### src/fsq_pkg.sv
// package for the flash self erase/write sequencer
package fsq_pkg;
	localparam logic [7:0]  FSQ_OFF_CTRL    = 8'h00;
	localparam logic [7:0]  FSQ_OFF_KEY     = 8'h04;
	localparam logic [7:0]  FSQ_OFF_PTR     = 8'h08;
	localparam logic [7:0]  FSQ_OFF_LATCH   = 8'h0C;
	localparam logic [7:0]  FSQ_OFF_TBLOP   = 8'h10;
	localparam logic [7:0]  FSQ_OFF_STATUS  = 8'h14;
	localparam int          FSQ_CTRL_START  = 0;
	localparam int          FSQ_CTRL_PROGRAM_WRITE_ENABLE   = 1;
	localparam int          FSQ_CTRL_ERASE  = 2;
	localparam int          FSQ_CTRL_CFG    = 3;
	localparam int          FSQ_CTRL_PGM    = 4;
	localparam int          FSQ_CTRL_ERR    = 5;
	localparam logic [7:0]  FSQ_KEY_FIRST   = 8'h55;
	localparam logic [7:0]  FSQ_KEY_SECOND  = 8'hAA;
	localparam logic [7:0]  FSQ_HOLD_RESET  = 8'hFF;
	localparam int          FSQ_ERASE_BYTES = 64;
	localparam int          FSQ_ERASE_LSB   = 6;
	localparam int          FSQ_PTR_W       = 22;
	localparam int          FSQ_PTR_MOD_W   = 21;
	localparam int          FSQ_BLOCK_BYTES = 16;
	localparam int          FSQ_CLK_HZ      = 20_000_000;
	localparam int          FSQ_LONG_US     = 2000;
	localparam int          FSQ_LONG_CYC    = FSQ_LONG_US * (FSQ_CLK_HZ / 1_000_000);
	localparam logic [1:0]  FSQ_OP_HOLD     = 2'h0;
	localparam logic [1:0]  FSQ_OP_POSTINC  = 2'h1;
	localparam logic [1:0]  FSQ_OP_POSTDEC  = 2'h2;
	localparam logic [1:0]  FSQ_OP_PREINC   = 2'h3;
	typedef enum logic [1:0] {FSQ_IDLE, FSQ_ERASE, FSQ_PROG, FSQ_DONE} fsq_state_t;
	typedef enum logic [1:0] {FSQ_KEY_NONE, FSQ_KEY_HALF, FSQ_KEY_ARMED} fsq_key_t;
	typedef struct packed {
		logic        req;
		logic        erase;
		logic [21:0] addr;
		logic [7:0]  wdata;
		logic [15:0] bmask;
	} fsq_flash_cmd_t;
endpackage

### src/fsq_sequencer.sv
// flash self erase/write sequencer with apb register slave
`timescale 1ns/10ps
// Behaviour
// self erase clears one whole 64 byte block
// no single word erase; every erase acts on a block
// bulk erase is not reachable from this block
// erase block chosen by pointer bits 21:6, bits 5:0 ignored
// software sets program select, write enable and erase select first
// software clears config select for program memory operations
// long write starts only after 55h then AAh key then start bit
// cpu stalled during long write; timer ends the cycle
// erase stalls cpu about 2 ms
// programming acts on whole write blocks of 8 or 16 bytes
// table writes only load holding registers, one per block byte
// program long write writes the whole holding block to flash
// program cycle stalls cpu about 2 ms
// holding registers return to FFh on reset and after each write
// FFh holding byte leaves flash byte unchanged; only clears bits
// partial holding loads allowed; unloaded bytes untouched
// software keeps pointer within the holding block range
// software update flow: read, erase, write blocks, verify
// whole update takes about 6 ms per write block
// table write picks holding register from low pointer bits
// program write uses upper pointer bits, ignores low bits
// table ops hold, post inc, post dec or pre inc low 21 bits
// start ignored without write enable or fresh key sequence
// erase select clear means program from holding registers
module fsq_sequencer
	import fsq_pkg::*;
#(
	parameter int BLOCK_BYTES = FSQ_BLOCK_BYTES,
	parameter int LONG_CYC    = FSQ_LONG_CYC
) (
	input  wire logic        core_clk,
	input  wire logic        rst_b,
	input  wire logic        psel,
	input  wire logic        penable,
	input  wire logic        pwrite,
	input  wire logic [7:0]  paddr,
	input  wire logic [31:0] pwdata,
	output logic             pready,
	output logic [31:0]      prdata,
	output logic             pslverr,
	input  wire logic        flash_busy,
	output fsq_flash_cmd_t   flash_cmd,
	output logic             cpu_stall
);
	localparam int IDX_W = $clog2(BLOCK_BYTES);
	localparam int CNT_W = $clog2(LONG_CYC + 1);
	localparam logic [CNT_W-1:0] LONG_LAST = CNT_W'(LONG_CYC - 1);

	typedef struct packed {
		fsq_state_t                    state;
		fsq_key_t                      key;
		logic                          pgm;
		logic                          cfg;
		logic                          program_write_enable;
		logic                          erase;
		logic                          start;
		logic                          err;
		logic [FSQ_PTR_W-1:0]          ptr;
		logic [7:0]                    latch;
		logic [BLOCK_BYTES-1:0][7:0]   hold;
		logic [CNT_W-1:0]              cnt;
		logic [IDX_W:0]                idx;
		logic                          ops_done;
		fsq_flash_cmd_t                cmd;
		logic [31:0]                   rdata;
	} fsq_regs_t;

	fsq_regs_t q;
	fsq_regs_t d;

	logic            acc;
	logic            wr_acc;
	logic            rd_acc;
	logic            mapped;
	logic [FSQ_PTR_W-1:0] ptr_inc;
	logic [FSQ_PTR_W-1:0] ptr_dec;
	logic [IDX_W-1:0] hsel;

	assign acc     = psel & penable;
	assign wr_acc  = acc & pwrite;
	assign rd_acc  = acc & ~pwrite;
	assign mapped  = (paddr == FSQ_OFF_CTRL) | (paddr == FSQ_OFF_KEY) | (paddr == FSQ_OFF_PTR) |
			 (paddr == FSQ_OFF_LATCH) | (paddr == FSQ_OFF_TBLOP) | (paddr == FSQ_OFF_STATUS);
	// only the low 21 bits step; bit 21 keeps its value
	assign ptr_inc = {q.ptr[21], q.ptr[20:0] + 21'h00_0001};
	assign ptr_dec = {q.ptr[21], q.ptr[20:0] - 21'h00_0001};

	// the bus is answered at once except while the cpu is stalled
	assign pready    = ~cpu_stall;
	assign pslverr   = acc & ~mapped;
	assign prdata    = q.rdata;
	assign cpu_stall = (q.state != FSQ_IDLE);
	assign flash_cmd = q.cmd;

	always_comb begin
		d       = q;
		hsel    = '0;
		d.cmd.req = 1'b0;
		unique case (q.state)
			FSQ_IDLE: begin
				if (wr_acc && mapped) begin
					unique case (paddr)
						FSQ_OFF_CTRL: begin
							d.pgm   = pwdata[FSQ_CTRL_PGM];
							d.cfg   = pwdata[FSQ_CTRL_CFG];
							d.program_write_enable  = pwdata[FSQ_CTRL_PROGRAM_WRITE_ENABLE];
							d.erase = pwdata[FSQ_CTRL_ERASE];
							if (pwdata[FSQ_CTRL_ERR] == 1'b0) begin
								d.err = 1'b0;
							end
							d.key = FSQ_KEY_NONE;
							// start needs enable, program space and fresh key
							if (pwdata[FSQ_CTRL_START] && pwdata[FSQ_CTRL_PROGRAM_WRITE_ENABLE] &&
							    pwdata[FSQ_CTRL_PGM] && !pwdata[FSQ_CTRL_CFG] &&
							    q.key == FSQ_KEY_ARMED) begin
								d.start   = 1'b1;
								d.cnt     = '0;
								d.idx     = '0;
								d.ops_done = 1'b0;
								// erase select chooses erase, else program
								d.state   = pwdata[FSQ_CTRL_ERASE] ? FSQ_ERASE : FSQ_PROG;
							end else if (pwdata[FSQ_CTRL_START]) begin
								d.err = 1'b1;
							end
						end
						FSQ_OFF_KEY: begin
							if (pwdata[7:0] == FSQ_KEY_FIRST) begin
								d.key = FSQ_KEY_HALF;
							end else if (pwdata[7:0] == FSQ_KEY_SECOND && q.key == FSQ_KEY_HALF) begin
								d.key = FSQ_KEY_ARMED;
							end else begin
								d.key = FSQ_KEY_NONE;
							end
						end
						FSQ_OFF_PTR: begin
							d.ptr = pwdata[FSQ_PTR_W-1:0];
							d.key = FSQ_KEY_NONE;
						end
						FSQ_OFF_LATCH: begin
							d.latch = pwdata[7:0];
							d.key   = FSQ_KEY_NONE;
						end
						FSQ_OFF_TBLOP: begin
							d.key = FSQ_KEY_NONE;
							// bit 2 set: table write into holding, else no holding register is written
							if (pwdata[1:0] == FSQ_OP_PREINC) begin
								d.ptr = ptr_inc;
								hsel  = ptr_inc[IDX_W-1:0];
							end else begin
								hsel  = q.ptr[IDX_W-1:0];
							end
							if (pwdata[2]) begin
								d.hold[hsel] = q.latch;
							end
							if (pwdata[1:0] == FSQ_OP_POSTINC) begin
								d.ptr = ptr_inc;
							end else if (pwdata[1:0] == FSQ_OP_POSTDEC) begin
								d.ptr = ptr_dec;
							end
						end
						default: begin
							d.key = FSQ_KEY_NONE;
						end
					endcase
				end else if (rd_acc) begin
					unique case (paddr)
						FSQ_OFF_CTRL:   d.rdata = {26'h000_0000, q.err, q.pgm, q.cfg,
									  q.erase, q.program_write_enable, q.start};
						FSQ_OFF_PTR:    d.rdata = {10'h000, q.ptr};
						FSQ_OFF_LATCH:  d.rdata = {24'h00_0000, q.latch};
						FSQ_OFF_STATUS: d.rdata = {30'h0000_0000, q.start, cpu_stall};
						default:        d.rdata = 32'h0000_0000;
					endcase
				end
			end
			FSQ_ERASE: begin
				// one 64 byte block, pointer bits 5:0 forced to zero
				if (!q.ops_done && !flash_busy) begin
					d.cmd.req   = 1'b1;
					d.cmd.erase = 1'b1;
					d.cmd.addr  = {q.ptr[21:FSQ_ERASE_LSB], 6'h00};
					d.cmd.wdata = FSQ_HOLD_RESET;
					d.cmd.bmask = '0;
					d.ops_done  = 1'b1;
				end
				d.cnt = q.cnt + 1'b1;
				if (q.cnt == LONG_LAST) begin
					d.state = FSQ_DONE;
				end
			end
			FSQ_PROG: begin
				// each byte goes out in turn; FFh bytes are skipped
				if (!q.ops_done && !flash_busy) begin
					if (q.hold[q.idx[IDX_W-1:0]] != FSQ_HOLD_RESET) begin
						d.cmd.req   = 1'b1;
						d.cmd.erase = 1'b0;
						d.cmd.addr  = {q.ptr[21:IDX_W], q.idx[IDX_W-1:0]};
						d.cmd.wdata = q.hold[q.idx[IDX_W-1:0]];
						d.cmd.bmask = 16'h0000;
					end
					d.idx = q.idx + 1'b1;
					if (q.idx == (IDX_W+1)'(BLOCK_BYTES - 1)) begin
						d.ops_done = 1'b1;
					end
				end
				d.cnt = q.cnt + 1'b1;
				if (q.cnt == LONG_LAST) begin
					d.state = FSQ_DONE;
				end
			end
			FSQ_DONE: begin
				d.start = 1'b0;
				d.hold  = {BLOCK_BYTES{FSQ_HOLD_RESET}};
				d.state = FSQ_IDLE;
			end
		endcase
	end

	always_ff @(posedge core_clk or negedge rst_b) begin
		if (!rst_b) begin
			q       <= '0;
			q.state <= FSQ_IDLE;
			q.key   <= FSQ_KEY_NONE;
			q.hold  <= {BLOCK_BYTES{FSQ_HOLD_RESET}};
		end else begin
			q <= d;
		end
	end
endmodule

### config.mk
export PLATFORM = sky130hd
export DESIGN_NAME = fsq_sequencer
export DESIGN_NICKNAME = d
export VERILOG_FILES = /design/src/fsq_pkg.sv /design/src/fsq_sequencer.sv
export SDC_FILE = /design/constraint.sdc
export NUM_CORES = 1
export LEC_CHECK = 0
export ABC_CLOCK_PERIOD_IN_PS = 2600
export BUFFER_PORTS_ARGS = -buffer_cell sky130_fd_sc_hd__buf_2
export CORE_MARGIN = 1
export CORE_UTILIZATION = 54
export DETAILED_ROUTE_END_ITERATION = 10
export GPL_TIMING_DRIVEN = 0
export PLACE_DENSITY = 0.8
export SLEW_MARGIN = 20
export SYNTH_ARGS = -nofsm -noshare
export SYNTH_HDL_FRONTEND = slang
export SYNTH_SLANG_ARGS = --single-unit
### constraint.sdc
create_clock -name core_clk -period 2.6 [get_ports core_clk]
set_input_delay 0.13 -clock core_clk [delete_from_list [all_inputs] [get_ports core_clk]]
set_output_delay 0.13 -clock core_clk [all_outputs]
set_load 0.01 [all_outputs]
# ---- Word-level counts from Yosys, hierarchy flattened
# Cells that the tools add are included.
# W data, S select, Z words.
dict set report word_totals {
  register_bits 270
  elab_cells 163
  output_inout_bits 83
}
dict set report classes {
  n_lt_le_gt_ge 3
  n_reduce_logical 34
  muxes 43
  n_eq_ne 29
  bitwise_logic 14
  add_sub_neg 4
}
# op n
set ops {}
lappend ops {{$mux W128} 2}
lappend ops {{$pmux W128 S2} 1}
lappend ops {{$mux W190} 1}
lappend ops {{$bwmux W128} 1}
lappend ops {{$pmux W48 S2} 1}
lappend ops {{$mux W22} 4}
lappend ops {{$pmux W22 S4} 1}
lappend ops {{$mux W54} 1}
lappend ops {{$mux W49} 1}
lappend ops {{$mux W48} 1}
lappend ops {{$pmux W22 S2} 1}
lappend ops {{$bmux W8 S4} 1}
lappend ops {{$demux W8 S4} 1}
lappend ops {{$pmux W16 S2} 1}
lappend ops {{$reduce_and A4 Y1} 7}
lappend ops {{$mux W8} 3}
lappend ops {{$add A21 B1 Y21 const B} 1}
lappend ops {{$mux W21} 1}
lappend ops {{$sub A21 B1 Y21 const B} 1}
lappend ops {{$ne A2 B2 Y1 const B} 9}
lappend ops {{$add A16 B1 Y16 const B} 1}
lappend ops {{$eq A16 B16 Y1 const B} 1}
lappend ops {{$eq A8 B4 Y1 const B} 2}
lappend ops {{$eq A8 B5 Y1 const B} 2}
lappend ops {{other kinds (34)} 81}

# ---- Logic depth before layout (Yosys ltp)
# Gate-level depths: netlist (run 1).
dict set report depth {
  ltp_word 18
  depth_mapped 11
  ltp_nobuf 8
}

# ---- Worst setup path before layout (run 1)
# No wires, ideal clock.
dict set report synth_timing {
  kind {reg2reg}
  start {register q[81] in the netlist's numbering}
  end {register q (netlist bit flash_cmd[41])}
  stages_incl_launch_ff 11
  setup_slack_ps -151
  required_ps 2534
  period_less_slack_ps 2751
  n_path_buf 4
  arrival_time_ps 2685
  setup_time_ps 66
  cell_sequence {dfrtp_1 buf_4 buf_6 buf_4 mux4_2 a2bb2oi_1 a22oi_1 nor3_1 a31oi_1 clkbuf_1 a22o_1}
}
dict set report synth_via {
  elab_chain_cells 5
}
# element line
set synth_rtl {}
lappend synth_rtl {{start: declaration} fsq_sequencer.sv:71} ;# fsq_regs_t q;
lappend synth_rtl {{$bmux W8 S4} fsq_sequencer.sv:197} ;# if (q.hold[q.idx[IDX_W-1:0]] != FSQ_HOLD_RESET) begin
lappend synth_rtl {{$mux W8 (implied by the code)} fsq_sequencer.sv:197}
lappend synth_rtl {{$ne A8 B8 Y1} fsq_sequencer.sv:197}
lappend synth_rtl {{$ne A2 B2 Y1 (no line)} -}
lappend synth_rtl {{$reduce_and A4 Y1 (no line)} -}
# No other way between the ends. The select of a mux whose other input is x is not followed.
# A chain may end at the register's enable or synchronous reset.

# ---- Worst setup path after layout (run 1)
dict set report layout_timing {
  start {register q[81] in the netlist's numbering}
  end {register q (netlist bit flash_cmd[29])}
}
# Same word-level chain as after synthesis.

==> flow_summary.ini, run 1 <==
[outcome]
status = finished with violations
violations = setup timing

[final_layout]
regArea_mm2 = 0.00627
finalNetCount = 1533
multi_input_area_mm2 = 0.00653
final_cell_area_mm2 = 0.0162
drive_gt1_frac = 0.342
fill_cells = 1764
instances_no_fill = 1817
syn_to_final_growth_pct = 20.9

[clocking]
cts_tree = done
numClockSinks = 244
htreeDepth = 1
cts_buffers = 25
insertion_delay_ns = 0.54
clkTransAtPathRegs_ns = 0.06
clock_path_buffers = 3
cts_root_buf = clkbuf_16

[power]
p_comb_frac = 0.037
p_leak_nw = 6.46
ir_drop_uv = 400
p_int_mw = 5.99
p_seq_frac = 0.495
netSwitchingFraction = 0.222
power_frac_clock = 0.469
cellPowerDensity_mw_per_mm2 = 476
switching_power_mw = 1.71

[critical_path]
critical_path.max_fanout = 6
end_kind = register
r2r-start = q[81]
rrSetupSlack_ns = -0.17
reg2reg_to = flash_cmd[29]
endpoint = flash_cmd[29]
arrival_ns = 3.19
critPathLaunch = q[81]
critPathKind = reg2reg
start_kind = register
reg2reg_depth = 10
critPathRequiredTime_ns = 3.02

[grt]
grt_use_met2 = 0.489
antenna_found_initial = 0
grt_max_degree = 102
use_met1 = 0.411
grtUsageTotal = 0.312
grtUsageMet3 = 0.0693
grt_pass1_wl_um = 63300
grt.busiest_layer = met2
first_global_vias = 11607
globalRouteOverflowTotal = 0

[floorplanning]
dieHeight_um = 159
die_w_um = 159
core_area_mm2 = 0.0243
top_level_ports = 129
die_area_mm2 = 0.0254
initial_utilization = 0.550
rows = 57

[placement]
dp_cells = 1728
placed_cell_area_mm2 = 0.0144
io_buffer_count = 88
place_ws_ns = -0.884
gp_congestion = 0.951
place.detailed.hpwl_um = 26800

[job]
max_cap_viol_count = 0

[worst_hold_path]
hold_class = in2reg
hold_depth = 2

[logic_synthesis]
syn_avg_cell_area_um2 = 10.4
netlist-cell-type-count = 65
ys_seq_elements = 244
yosysSeqAreaShare = 0.468
synth_edf_count = 0
ys.flop_type = dfstp_2
synth_area_mm2 = 0.0134
ys_async_sr_fraction = 1.00
yosysWarnings = 0
synth_cells = 1289

[sta]
setup_violations = 31
fmax_ghz = 0.361
hold_violations = 0
fin_ws_ns = -0.170
period_needed_ns = 2.77
slew_violations = 0
tightestPinTransition_ns = 0.969
fin_skew_ns = 0.0150
rsz0062_at_grt = yes
min_period_over_period = 1.07
fin_hold_ws_ns = 0.0155
slew_headroom = 0.346
final.setup.tns_ns = -4.67

[drt]
via_count = 11756
viasPerCell = 6.47
dr.pass1.iters = 8
drt_iter0_drc = 1287
antenna_left = 0
drt_wl_total_um = 40100
drc = 0
wl_per_cell_um = 22.1
==> kinds of logic after synthesis <==
kind of cell | synth area share
AO/OA/AOI/OAI | 0.261
AND/OR/NAND/NOR | 0.0929
flip-flops | 0.468
buffers and inverters | 0.0824
multiplexers | 0.0735
adder cells (fa/ha/maj) | 0.0131
XOR/XNOR | 0.00851
other | 0.000280
==> per-stage QoR <==
stage | utilization | total power [mW]
after CTS | 0.654 | 7.71
after global routing | 0.665 | 7.88
after floorplan | - | 3.99
after global placement | 0.590 | 4.11
after detailed placement | 0.592 | 4.13
final | 0.665 | 7.70
==> synthesized netlist by cell type, types with 26 or more instances <==
cell type,count,area (µm²)
a21oi_1,148,741
o2bb2ai_1,129,1130
dfstp_2,128,3360
dfrtp_1,116,2900
buf_4,84,631
clkbuf_1,83,312
nand2_1,79,297
nor2_1,59,221
a22o_1,58,508
o21ai_0,55,275
mux4_2,26,586
nand3_1,26,130
==> layout make-up <==
| type | instances | area share |
|---|---|---|
| Antenna cell | 1 | 0.000155 |
| Buffer | 185 | 0.0703 |
| Clock buffer | 34 | 0.0432 |
| Clock inverter | 12 | 0.00742 |
| Inverter | 19 | 0.00441 |
| Multi-Input combinational cell | 865 | 0.404 |
| Sequential cell | 244 | 0.388 |
| Tap cell | 324 | 0.0251 |
| Timing Repair Buffer | 133 | 0.0581 |
==> routing by layer <==
metal  part of all wire  up-vias
met5                  0        -
met4              0.049        0
met3              0.098      159
met2               0.46      709
met1               0.39     5756
li1                   -     5132
==> power groups by stage <==
| stage | Clock [mW] | Combinational [mW] | Sequential, mW |
|---|---|---|---|
| 3_3_place_gp | 0 | 0.244 | 3.87 |
| 2_1_floorplan | 0 | 0.116 | 3.87 |
| 4_1_cts | 3.63 | 0.275 | 3.81 |
| 6_report | 3.61 | 0.281 | 3.81 |
| 3_5_place_dp | 0 | 0.259 | 3.87 |
| 5_1_grt | 3.76 | 0.312 | 3.81 |
==> cell usage in the layout, fill, tap and decap left out, types with 9 or more instances in the layout <==
cell type,n
mux2i_1,15
buf_2,93
ha_1,13
nor2_1,42
nand3_1,26
a22o_1,58
clkbuf_1,77
o21ai_0,51
clkbuf_16,25
inv_1,16
nand2_1,79
a31oi_1,23
dlygate4sd3_1,11
o22a_1,13
nor2_4,16
dfstp_2,128
conb_1,26
o2bb2ai_1,129
mux2_2,18
dfrtp_1,112
buf_4,103
mux4_2,26
a2bb2oi_1,9
buf_6,11
o21a_1,11
and3_1,10
a21oi_1,146
==> sequential cells by signal, summed over array words and instances, names as in the netlist <==
name and cells:
ptr_dec 1, prdata 22, q 189, flash_cmd 32
==> worst min path at each step <==
stage / from / end / slack [ns]
floorplan: rst_b / flash_cmd[16] / -0.17
global placement: pwdata[21] / ptr_dec[21] / 0.37
detailed placement: rst_b / prdata[20] / 0.07
CTS: pwdata[3] / q[233] / 0.002
global route: pwdata[3] / q[233] / 0.04
finish: pwdata[3] / q[233] / 0.02
==> repair_timing <==
item                                    4_1_cts  5_1_grt
endpoints found under the setup margin      209      178
pin swaps                                    18       31
hold buffers                                 11        0
resized for setup                            91       59
setup buffers                                18       11
endpoints found under the hold margin       116        0
cloned                                        4        1
==> critical path, cell delays in order, from the launching register on <==
cell and delay, ns:
dfrtp_1 0.38, buf_6 0.19, buf_12 0.14, buf_12 0.12
mux4_2 0.54, mux2_4 0.31, a22oi_2 0.24, nor3_4 0.10
a31o_4 0.28, buf_6 0.14, a22o_1 0.20
No activity file was read; power rests on OpenSTA's default activity.
==> inputs of run 2 (changes only) <==
--- a/config.mk
+++ b/config.mk
@@ -5,10 +5,11 @@
 export SDC_FILE = /design/constraint.sdc
 export NUM_CORES = 1
 export LEC_CHECK = 0
+export ABC_AREA = 1
 export ABC_CLOCK_PERIOD_IN_PS = 2600
-export BUFFER_PORTS_ARGS = -buffer_cell sky130_fd_sc_hd__buf_2
+export BUFFER_PORTS_ARGS = -buffer_cell sky130_fd_sc_hd__buf_4
 export CORE_MARGIN = 1
-export CORE_UTILIZATION = 54
+export CORE_UTILIZATION = 55
 export DETAILED_ROUTE_END_ITERATION = 10
 export GPL_TIMING_DRIVEN = 0
 export PLACE_DENSITY = 0.8
==> run 2 against run 1 <==
Compared with the run above: the run now ends clean; maximum frequency is 9.0% higher; clock skew fell by 0.0035 ns; sequential power about the same; setup slack improved by 0.23 ns; clock power up 13%; sequential cell count stayed put; non-clock buffer count is 20 lower; synthesized cell count is 51% higher; critical path type unchanged; largest cell class unchanged.
==> flow_summary.ini, run 2 <==
[clocking]
clock_path_buffers = 3
cts_tree = done
htreeDepth = 1
cts_root_buf = clkbuf_16
clkTransAtPathRegs_ns = 0.06
numClockSinks = 244
insertion_delay_ns = 0.56
cts_buffers = 28

[worst_hold_path]
hold_depth = 5
min_from = psel
hold-path-endpoint = prdata[7]
hold_class = in2reg

[sta]
fin_skew_ns = 0.0115
rsz0062_at_grt = yes
final.setup.tns_ns = 0
fin_ws_ns = 0.0597
fmax_ghz = 0.394
slew_headroom = 0.437
hold_violations = 0
min_period_over_period = 0.977
setup_violations = 0
period_needed_ns = 2.54
slew_violations = 0
tightestPinTransition_ns = 0.845

[final_layout]
mostFrequentLayoutCell = nand2_1
layout_common_cells = nand2_1, buf_4, a21oi_1
drive_gt1_frac = 0.233
final_cell_area_mm2 = 0.0173
syn_to_final_growth_pct = 18.6
finalNetCount = 2182
diodes = 0
largest_reg_flops = 189
instances_no_fill = 2479
largest-register = q

[critical_path]
arrival_ns = 2.99
path_cells = inv_2 > buf_6 > buf_4 > nand2_1 > nand3_1 > nand2_1 > nand2_1 > nand2_1 > inv_1 > nand2_1 > nand2_1 > nor2_2 > nand2_1 > nand3_4 > nand2_4 > buf_4 > nand2_1 > nand2_1
worst_path_max_delay_cell = dfrtp_2
end_kind = register
critical_path.max_fanout = 10
critPathTopFamily = simple AND/OR/NAND/NOR gates
rrSetupSlack_ns = 0.06
cp_common_cell = nand2_1
reg2reg_to = flash_cmd[42]
reg2reg_depth = 18
r2r-start = q[81]
critPathBufInv = 5
critPathRequiredTime_ns = 3.05
start_kind = register
cpPeakStageDelay_ns = 0.43
critPathKind = reg2reg

[drt]
drt_wl_total_um = 44500
viasPerCell = 5.75
drc = 0
via_count = 14252
antenna_left = 0
wl_per_cell_um = 17.9
dr.pass1.iters = 6
drt_iter0_drc = 1480

[floorplanning]
die_area_mm2 = 0.0272
die_w_um = 165
rows = 59
core_area_mm2 = 0.0261
dieHeight_um = 165
initial_utilization = 0.561
top_level_ports = 129

[logic_synthesis]
synth_cells = 1941
yosysSeqAreaShare = 0.429
ys_seq_elements = 244
yosysWarnings = 0
ys_top_cells_by_count = nand2_1, a21oi_1, inv_1
netlist_top_cells_area = dfstp_2, dfrtp_1, nand2_1, a21oi_1, o21ai_0
netlist-cell-type-count = 50
ys.flop_type = dfstp_2
yosysMostFrequentCell = nand2_1
ys_async_sr_fraction = 1.00
synth_edf_count = 0
syn_avg_cell_area_um2 = 7.53
synth_area_mm2 = 0.0146
synth_top_area_share = 0.230
synth_top_cell_by_area = dfstp_2

[grt]
globalRouteOverflowTotal = 0
first_global_vias = 13470
grt_max_degree = 99
grt_pass1_wl_um = 70500
grtUsageTotal = 0.331
antenna_found_initial = 0

[power]
ir_drop_uv = 587
cellPowerDensity_mw_per_mm2 = 515
p_leak_nw = 8.96

[placement]
place_ws_ns = -0.318
placed_cell_area_mm2 = 0.0159
gp_congestion = 0.966
dp_cells = 2395
io_buffer_count = 92
place.detailed.hpwl_um = 30600

[outcome]
status = finished clean

[job]
max_cap_viol_count = 0
[run 2: cell types whose count changed in the layout (fill, tap and decap cells not counted), moves of 23 or more]
cell / before / now
buf_4: 103 / 186
o21ai_0: 51 / 148
inv_1: 16 / 162
o2bb2ai_1: 129 / 1
a21oi_1: 146 / 169
nor2_1: 42 / 111
nand3_1: 26 / 97
nand2_1: 79 / 546
mux4_2: 26 / 0
o21ai_1: 4 / 78
a22o_1: 58 / 0
clkbuf_1: 77 / 44
buf_2: 93 / 11
[run 2: through the flow]
| step | power, mW | util | hold WS, ns |
|---|---|---|---|
| 2_1_floorplan | 4.41 | - | -0.166 |
| 3_3_place_gp | 4.77 | 0.607 | 0.381 |
| 3_5_place_dp | 4.79 | 0.610 | 0.383 |
| 4_1_cts | 8.86 | 0.659 | 0.000191 |
| 5_1_grt | 9.18 | 0.665 | 0.0524 |
| 6_report | 8.94 | 0.665 | 0.0122 |
[run 2: worst min-delay path: stages]
cell,delay (ns)
buf_4,0.11
nand2_1,0.11
nor3_2,0.08
nand2_1,0.07
nand2_1,0.04
[run 2: timing repair]
action,in CTS,in global routing
cloned,0,0
pin swaps,1,3
hold endpoints to repair,115,0
hold buffers,28,0
resized for setup,25,53
setup endpoints to repair,190,136
buffers inserted,0,4
[run 2: how the worst max path moves through the flow]
stage | from | end | cells after the start
finish | q[81] | flash_cmd[42] | 18
floorplan | q[238] | q[198] | 11
global placement | rst_b | q[99] | 1
CTS | q[81] | flash_cmd[42] | 14
detailed placement | q[268] | prdata[17] | 7
global route | q[81] | flash_cmd[42] | 18
[run 2: where the power goes]
group,internal (mW),switching (mW),total [mW]
Sequential,3.83,0.0163,3.84
Combinational,0.326,0.701,1.03
Clock,2.38,1.69,4.07
Total,6.53,2.41,8.94
[run 2: area by class of cell]
type | instances | area [µm²]
fillers | 2259 | 8720
multi-input cells | 1375 | 6780
flip-flops and latches | 244 | 6270
plain buffers | 172 | 1200
repair buffers | 126 | 1060
clock buffers | 38 | 768
inverters | 175 | 662
well taps | 335 | 419
clock inverters | 14 | 169
[run 2: cell families after synthesis]
group           count (synthesis)  synth area share
compound gates                475             0.182
xor+xnor                        7           0.00419
fa+ha+maj                      14            0.0120
buf+inv                       347             0.122
flops                         244             0.429
other cells                     1          0.000257
simple gates                  853             0.251
[run 2: per-layer routing]
layer,up-vias,GRT usage,routed length [µm]
met5,-,0,0
met3,118,0.0585,3750
met2,678,0.538,20900
met4,0,0.125,1620
li1,6625,-,-
met1,6831,0.439,18200
